==> src/cke_power_defs.svh <==
// Constants for the clock-enable power-state logic of the memory device.
// Assumes inclusion by bare name from every design file of this pair.
`ifndef CKE_POWER_DEFS_SVH
`define CKE_POWER_DEFS_SVH
// Clock period in picoseconds (50 MHz)
`define CLK_PERIOD_PS 20000
// Minimum clock-enable pulse, in clock cycles
`define MIN_CLOCK_ENABLE_PULSE 4
// Mode-register command interval, cycles
`define MODE_REG_CMD_INTERVAL 4
// Mode-register update interval, cycles
`define MODE_REG_UPDATE_INTERVAL 12
// Self-refresh exit interval, cycles
`define SELF_REFRESH_EXIT_INTERVAL 16
// Self-refresh exit interval for the delay-locked loop, cycles
`define SELF_REFRESH_EXIT_DLL_INTERVAL 512
// First write after self-refresh exit, cycles
`define FIRST_WRITE_AFTER_SR 512
// Power-down exit interval, cycles
`define POWER_DOWN_EXIT_INTERVAL 3
// Width of the timing counters
`define TIMER_W 10
// Number of banks
`define BANK_COUNT 8
`endif

==> src/cke_power_pkg.sv <==
// Types shared by both ends of the clock-enable link.
// Assumes nothing beyond a SystemVerilog compiler.
package cke_power_pkg;
  // Decoded command at a clock edge
  typedef enum logic [3:0] {
    CMD_DESELECT = 4'h0,
    CMD_NOP = 4'h1,
    CMD_REFRESH = 4'h2,
    CMD_MODE_SET = 4'h3,
    CMD_PRECHARGE = 4'h4,
    CMD_ACTIVATE = 4'h5,
    CMD_WRITE = 4'h6,
    CMD_READ = 4'h7,
    CMD_ZQ = 4'h8
  } cmd_t;
  // Device power state, one-hot
  typedef enum logic [4:0] {
    ST_IDLE = 5'h01,
    ST_ACTIVE = 5'h02,
    ST_ACT_PD = 5'h04,
    ST_PRE_PD = 5'h08,
    ST_SELF_REF = 5'h10
  } pstate_t;
endpackage

==> src/cke_link_if.sv <==
// Command and clock-enable pins between controller and memory device.
// Assumes both ends share clk_sys_i as the device clock.
`timescale 1ns/1ps
interface cke_link_if;
  logic cke; // Clock enable
  logic cs_n; // Chip select, active low
  logic ras_n; // Row strobe, active low
  logic cas_n; // Column strobe, active low
  logic we_n; // Write enable, active low
  logic a10; // Auto-precharge / all-banks bit
  logic [2:0] bank; // Bank address
  logic on_die_termination; // On-die termination request
  modport ctrl (output cke, cs_n, ras_n, cas_n, we_n, a10, bank, on_die_termination);
  modport dev (input cke, cs_n, ras_n, cas_n, we_n, a10, bank, on_die_termination);
endinterface

==> src/cke_power_ctrl.sv <==
// Controller end: drives enable and commands, keeps link timing.
// Assumes the user holds a request until it is accepted.
`timescale 1ns/1ps
`include "cke_power_defs.svh"
module cke_power_ctrl (
  // Clock and reset
  input wire logic clk_sys_i,
  input wire logic arst_n_i,
  // Link to the device
  cke_link_if.ctrl link,
  // User requests
  input wire cke_power_pkg::cmd_t cmd_i,
  input wire logic [2:0] bank_i,
  input wire logic a10_i,
  input wire logic odt_i,
  input wire logic pd_req_i,
  input wire logic sr_req_i,
  input wire logic wake_req_i,
  // Status
  output logic accept_o,
  output logic asleep_o
);
  import cke_power_pkg::*;

  logic [`TIMER_W-1:0] pulse_cnt; // Enable pulse hold
  logic [`TIMER_W-1:0] mode_cnt; // Mode-register guard
  logic [`TIMER_W-1:0] srx_cnt; // Self-refresh exit guard
  logic [`TIMER_W-1:0] wr_cnt; // First-write guard
  logic [`TIMER_W-1:0] burst_cnt; // Burst in progress
  logic in_sr; // Device held in self refresh
  logic go_low; // Enable falls this cycle
  logic go_high; // Enable rises this cycle
  logic send; // User command is sent
  logic cmd_ok; // Command allowed by guards

  assign go_low = link.cke && (pd_req_i || sr_req_i) && pulse_cnt == '0 &&
                  mode_cnt == '0 && !(sr_req_i && burst_cnt != '0);
  assign go_high = !link.cke && wake_req_i && pulse_cnt == '0;
  always_comb begin
    cmd_ok = 1'b1;
    if (srx_cnt != '0) begin
      cmd_ok = 1'b0;
    end else if (cmd_i == CMD_WRITE && wr_cnt != '0) begin
      cmd_ok = 1'b0;
    end
  end
  assign send = link.cke && !go_low && cmd_ok &&
                cmd_i != CMD_DESELECT && cmd_i != CMD_NOP;

  ////////////////////////////////////////////////////////////////////////
  // Pins: quiet command on every enable edge except self-refresh entry, which carries refresh
  always_ff @(posedge clk_sys_i or negedge arst_n_i) begin
    if (!arst_n_i) begin
      link.cke <= 1'b1;
      {link.cs_n, link.ras_n, link.cas_n, link.we_n} <= 4'hF;
      link.a10 <= 1'b0;
      link.bank <= 3'h0;
      link.on_die_termination <= 1'b0;
      accept_o <= 1'b0;
    end else begin
      accept_o <= send;
      link.on_die_termination <= odt_i && !in_sr;
      link.a10 <= a10_i;
      link.bank <= bank_i;
      if (go_low) begin
        link.cke <= 1'b0;
        // Self-refresh entry carries refresh, power-down a deselect
        {link.cs_n, link.ras_n, link.cas_n, link.we_n} <=
          sr_req_i ? 4'h1 : 4'hF;
      end else if (go_high) begin
        link.cke <= 1'b1;
        {link.cs_n, link.ras_n, link.cas_n, link.we_n} <= 4'hF;
      end else if (send) begin
        case (cmd_i)
          CMD_REFRESH: {link.cs_n, link.ras_n, link.cas_n, link.we_n} <= 4'h1;
          CMD_MODE_SET: {link.cs_n, link.ras_n, link.cas_n, link.we_n} <= 4'h0;
          CMD_PRECHARGE: {link.cs_n, link.ras_n, link.cas_n, link.we_n} <= 4'h2;
          CMD_ACTIVATE: {link.cs_n, link.ras_n, link.cas_n, link.we_n} <= 4'h3;
          CMD_WRITE: {link.cs_n, link.ras_n, link.cas_n, link.we_n} <= 4'h4;
          CMD_READ: {link.cs_n, link.ras_n, link.cas_n, link.we_n} <= 4'h5;
          default: {link.cs_n, link.ras_n, link.cas_n, link.we_n} <= 4'h6;
        endcase
      end else begin
        {link.cs_n, link.ras_n, link.cas_n, link.we_n} <= 4'hF;
      end
    end
  end

  ////////////////////////////////////////////////////////////////////////
  // Timing guards
  always_ff @(posedge clk_sys_i or negedge arst_n_i) begin
    if (!arst_n_i) begin
      pulse_cnt <= '0;
      mode_cnt <= '0;
      srx_cnt <= '0;
      wr_cnt <= '0;
      burst_cnt <= '0;
      in_sr <= 1'b0;
    end else begin
      // Hold level for the minimum pulse; load one short since the changing edge counts
      if (go_low || go_high) begin
        pulse_cnt <= `TIMER_W'(`MIN_CLOCK_ENABLE_PULSE - 1);
      end else if (pulse_cnt != '0) begin
        pulse_cnt <= pulse_cnt - `TIMER_W'h001;
      end
      if (send && cmd_i == CMD_MODE_SET) begin
        mode_cnt <= `TIMER_W'(`MODE_REG_UPDATE_INTERVAL);
      end else if (mode_cnt != '0) begin
        mode_cnt <= mode_cnt - `TIMER_W'h001;
      end
      if (send && (cmd_i == CMD_READ || cmd_i == CMD_WRITE)) begin
        burst_cnt <= `TIMER_W'h004;
      end else if (burst_cnt != '0) begin
        burst_cnt <= burst_cnt - `TIMER_W'h001;
      end
      if (go_low) begin
        in_sr <= sr_req_i;
      end else if (go_high) begin
        in_sr <= 1'b0;
      end
      if (go_high && in_sr) begin
        // Dll interval covers both the read wait and exit interval
        srx_cnt <= `TIMER_W'(`SELF_REFRESH_EXIT_DLL_INTERVAL);
        wr_cnt <= `TIMER_W'(`FIRST_WRITE_AFTER_SR);
      end else begin
        if (srx_cnt != '0) srx_cnt <= srx_cnt - `TIMER_W'h001;
        if (wr_cnt != '0) wr_cnt <= wr_cnt - `TIMER_W'h001;
      end
    end
  end

  // Asleep flag from go_low and go_high, in step with the pin register
  always_ff @(posedge clk_sys_i or negedge arst_n_i) begin
    if (!arst_n_i) begin
      asleep_o <= 1'b0;
    end else begin
      asleep_o <= go_low ? 1'b1 : (go_high ? 1'b0 : asleep_o);
    end
  end
endmodule

==> src/flat_wrapper.sv <==
// flat-port wrapper written by rule: the top's interface ports become plain ports
module cke_power_ctrl_flat import cke_power_pkg::*;
  (clk_sys_i, arst_n_i, cmd_i, bank_i, a10_i, odt_i, pd_req_i, sr_req_i, wake_req_i, accept_o, asleep_o, link_cke, link_cs_n, link_ras_n, link_cas_n, link_we_n, link_a10, link_bank, link_on_die_termination);
  cke_link_if link_i ();
  input wire logic clk_sys_i;
  input wire logic arst_n_i;
  input wire cke_power_pkg::cmd_t cmd_i;
  input wire logic [2:0] bank_i;
  input wire logic a10_i;
  input wire logic odt_i;
  input wire logic pd_req_i;
  input wire logic sr_req_i;
  input wire logic wake_req_i;
  output logic accept_o;
  output logic asleep_o;
  output wire logic [$bits(link_i.cke)-1:0] link_cke;
  output wire logic [$bits(link_i.cs_n)-1:0] link_cs_n;
  output wire logic [$bits(link_i.ras_n)-1:0] link_ras_n;
  output wire logic [$bits(link_i.cas_n)-1:0] link_cas_n;
  output wire logic [$bits(link_i.we_n)-1:0] link_we_n;
  output wire logic [$bits(link_i.a10)-1:0] link_a10;
  output wire logic [$bits(link_i.bank)-1:0] link_bank;
  output wire logic [$bits(link_i.on_die_termination)-1:0] link_on_die_termination;
  assign link_cke = link_i.cke;
  assign link_cs_n = link_i.cs_n;
  assign link_ras_n = link_i.ras_n;
  assign link_cas_n = link_i.cas_n;
  assign link_we_n = link_i.we_n;
  assign link_a10 = link_i.a10;
  assign link_bank = link_i.bank;
  assign link_on_die_termination = link_i.on_die_termination;
  cke_power_ctrl u_core (.clk_sys_i(clk_sys_i), .arst_n_i(arst_n_i), .link(link_i), .cmd_i(cmd_i), .bank_i(bank_i), .a10_i(a10_i), .odt_i(odt_i), .pd_req_i(pd_req_i), .sr_req_i(sr_req_i), .wake_req_i(wake_req_i), .accept_o(accept_o), .asleep_o(asleep_o));
endmodule
==> config.mk <==
export PLATFORM = sky130hd
export DESIGN_NAME = cke_power_ctrl_flat
export DESIGN_NICKNAME = d
export VERILOG_FILES = /design/src/cke_power_pkg.sv /design/src/cke_link_if.sv /design/src/cke_power_ctrl.sv /design/src/flat_wrapper.sv
export VERILOG_INCLUDE_DIRS = /design/src /design/src/src
export SDC_FILE = /design/constraint.sdc
export NUM_CORES = 1
export LEC_CHECK = 0
export BUFFER_PORTS_ARGS = -buffer_cell sky130_fd_sc_hd__buf_2
export CAP_MARGIN = 20
export CORE_AREA = 2 2 112 114
export CTS_CLUSTER_SIZE = 24
export DETAILED_ROUTE_END_ITERATION = 8
export DIE_AREA = 0 0 114 116
export MAX_ROUTING_LAYER = met4
export SYNTH_ARGS = -nofsm -noshare
export SYNTH_HDL_FRONTEND = slang
export SYNTH_SLANG_ARGS = --single-unit
==> constraint.sdc <==
create_clock -name clk_sys_i -period 2.5 [get_ports clk_sys_i]
set_clock_uncertainty 0.1 [all_clocks]
set_input_delay 0.5 -clock clk_sys_i [delete_from_list [all_inputs] [get_ports clk_sys_i]]
set_output_delay 0.5 -clock clk_sys_i [all_outputs]
set_load 0.02 [all_outputs]
==> results.md <==
- Share of cells above drive strength 1: 20.2%
- Critical Path Start Type: register
- Syn-to-layout area delta: 19.8%
- Status: finished, final reports clean
- Final Cell Area: 4060 um2
- Worst hold path class: primary input to async pin
- First-pass GRT wire length: roughly 13000 um
- Worst Setup EP: u_core.mode_cnt[3]
- Critical R2R Capture: u_core.mode_cnt[3]
- Synth Instances: approximately 330
- Port bufs: 25
- Slew headroom: between 50% and 60%
- CTS root buf: clkbuf_16
- Diode count: 0
- Endpoint type of the worst setup path: register
- Final nets: 400
- Initial Util: 28.5%
- Final core area utilization: 34.1%
- Antenna violations before repair: 0
- Achievable Freq: about 0.43 GHz
- Critical path class: register to register
- Reg2reg start: u_core.burst_cnt[0]
- Synthesized flop and latch total: 63
- Syn Area/Cell: 10.2 um2
- Post-CTS Resized: 0
- # Max-Cap Violations: 0
- Starting DRT DRC Count: 201
- Library cells used by synthesis: 62
- Worst stage delay on the critical path: 0.51 ns
- Worst skew pair latency: around 0.32 ns
- Leading cell type in the layout, fill and taps excluded: dfrtp_1
- Switch Pwr: 728 uW
- Power Density: 680 nW/um2
- Seq pwr share: a little under half
- Setup Buffers After CTS: 0
- Crit-path max FO: 7
- RSZ-0062 raised after global routing: false
- Vias/cell: 5.09
- Setup slack, reg-to-reg: between 0.15 and 0.2 ns
- VDD IR max: around 0.00030 V
- Slowest-stage cell, CP: or4b_4
- Leak pwr: roughly 0.0016 uW
- Most frequent cells in the layout: dfrtp_1, nor2_1, buf_2
- I/O Pins: 26
- Final wirelength: 7520 um
- Routed Antenna Nets: 0
- Core Area: 11900 um2
- TritonRoute pass-1 iters: 4
- Placed inst area: around 3800 um2
- Die width: 114 um
- Final GP Congestion: 0.829
- Total grt overflow: 0
- CP Cell Sequence: inv_1 -> ha_1 -> or4b_4 -> o31ai_4 -> a31oi_2 -> or3_1
- Internal power: 2030 uW
- CTS Buffer Depth: 2
- Synth Cell Area: 3390 um2
- Pin count of the biggest net entering global routing: 31
- Number of global-route vias before repair: 2758
- Worst Path Required: 2.60 ns
- CTS Hold Buffers Added: 0
- Clk pwr share: between 40 and 50%
- GRT Total Usage: 12.9%
- Synthesis Warnings: 0
- Most used flip-flop cell after synthesis: dfrtp_1
- Via count: 2689
- Setup-failing EPs final: 0
- Fraction of registers with async set/reset: 100%
- Part of the cycle the worst path needs: 93.4%
- Final Max Slew Viols: 0
- Synth Net Count: 357
- Setup_tns: 0 ns
- CTS H-tree lvls: 3
- Sw Ratio: a little over a quarter
- Filler cell count: 1200
- Hold Slack: ~0.13 ns
- Register area share after synthesis: 46.7%
- Per-cell routed wire length: 14.2 um
- TritonCTS clock tree: yes
- Fin crit period: 2.34 ns
- Post-synth EDFFs: 0
- Setup crit start: u_core.burst_cnt[0]
- R2r worst-path depth: 6
- Final hold violation count: 0
- Gate power share: 12.1%
- Post-route DRC: 0
- Cell Rows: 40
- Clock slew at reported path FFs: 0.05 ns
- Die Span Y: 116 um
- CTS Sinks: 63
- Num CTS Buffers: 9
- Post-DP HPWL: 5450 um
- Worst-Margin Slew: 0.711 ns
- Die area: approximately 13000 um2
- CP arrival: roughly 2.4 ns
## critical path, delay by kind of cell (launching register included)
family | cells | cell delay [ns]
AO/OA/AOI/OAI | 2 | 0.50
adder cells (fa/ha/maj) | 1 | 0.19
buffers and inverters | 1 | 0.10
flip-flops | 1 | 0.40
AND/OR/NAND/NOR | 2 | 0.92
## synth_stat cells (6+ instances only)
| cell type | n | area share, % |
|---|---|---|
| dfrtp_1 | 58 | 43 |
| nor2_1 | 38 | 4.2 |
| a21oi_1 | 19 | 2.8 |
| xnor2_1 | 16 | 4.1 |
| nor3_1 | 15 | 2.2 |
| nand3_1 | 14 | 2.1 |
| inv_1 | 13 | 1.4 |
| nand2_1 | 11 | 1.2 |
| ha_1 | 10 | 3.7 |
| mux2i_1 | 7 | 2.1 |
| xor2_1 | 7 | 1.8 |
| a31oi_1 | 6 | 1.1 |
| nand2b_1 | 6 | 1.1 |
| or3_1 | 6 | 1.1 |
| or4_1 | 6 | 1.3 |
## power by group through the flow
stage	logic (uW)	clock network [uW]	registers, uW
2_1_floorplan	228	0	1250
3_3_place_gp	332	0	1270
3_5_place_dp	340	0	1270
4_1_cts	341	1200	1250
5_1_grt	388	1240	1270
6_report	335	1170	1250
## registers in the layout (all words and copies together), names as in the netlist
register / count
u_core.link.cke: 1
u_core.in_sr: 1
u_core.srx_cnt: 10
u_core.link.cs_n: 1
u_core.link.cas_n: 1
u_core.accept_o: 1
u_core.link.a10: 1
u_core.mode_cnt: 10
u_core.wr_cnt: 10
u_core.asleep_o: 1
u_core.burst_cnt: 10
u_core.link.ras_n: 1
u_core.link.we_n: 1
u_core.pulse_cnt: 10
u_core.link.bank: 3
u_core.link.on_die_termination: 1
## layout make-up
| class | count | area, um2 | share of cell area, % |
|---|---|---|---|
| flip-flops and latches | 63 | 1580 | 39.0 |
| multi-input cells | 250 | 1720 | 42.4 |
| well taps | 147 | 184 | 4.53 |
| clock buffers | 15 | 278 | 6.84 |
| repair buffers | 39 | 243 | 5.97 |
| inverters | 13 | 48.8 | 1.20 |
| clock inverters | 1 | 5.00 | 0.123 |
## metrics by stage
stage,setup slack (ns),power [uW],cells
final,0.164,2760,528
after global routing,0.0378,2910,528
after CTS,0.167,2800,528
after detailed placement,0.181,1610,512
after global placement,0.240,1600,512
after floorplan,0.254,1480,333
## how the worst min path moves through the flow
stage | from | end | slack [ns] | cells after the start
after floorplan | arst_n_i | u_core.accept_o | 0.10 | 0
after global placement | u_core.in_sr | u_core.link.on_die_termination | 0.38 | 1
after detailed placement | u_core.in_sr | u_core.link.on_die_termination | 0.37 | 1
after CTS | arst_n_i | u_core.link.bank[2] | 0.16 | 1
after global routing | a10_i | u_core.link.a10 | 0.18 | 1
final | arst_n_i | u_core.link.bank[2] | 0.13 | 1
## layer usage
metal / GRT usage [%] / vias to the layer above / wire, um
met3: 3.19 / 13 / 353
met5: - / - / 0
met4: 5.45 / 0 / 143
met1: 15.4 / 1298 / 3420
li1: - / 1326 / -
met2: 21.0 / 52 / 3600
## cell families after synthesis
kind of cell | after synthesis | synth area share, %
buf+inv | 20 | 2.55
fa+ha+maj | 10 | 3.69
mux | 9 | 2.73
flops | 63 | 46.7
simple gates | 138 | 23.6
compound gates | 70 | 14.8
xor+xnor | 23 | 5.94
Note: power is estimated with default switching activity, not from simulation.
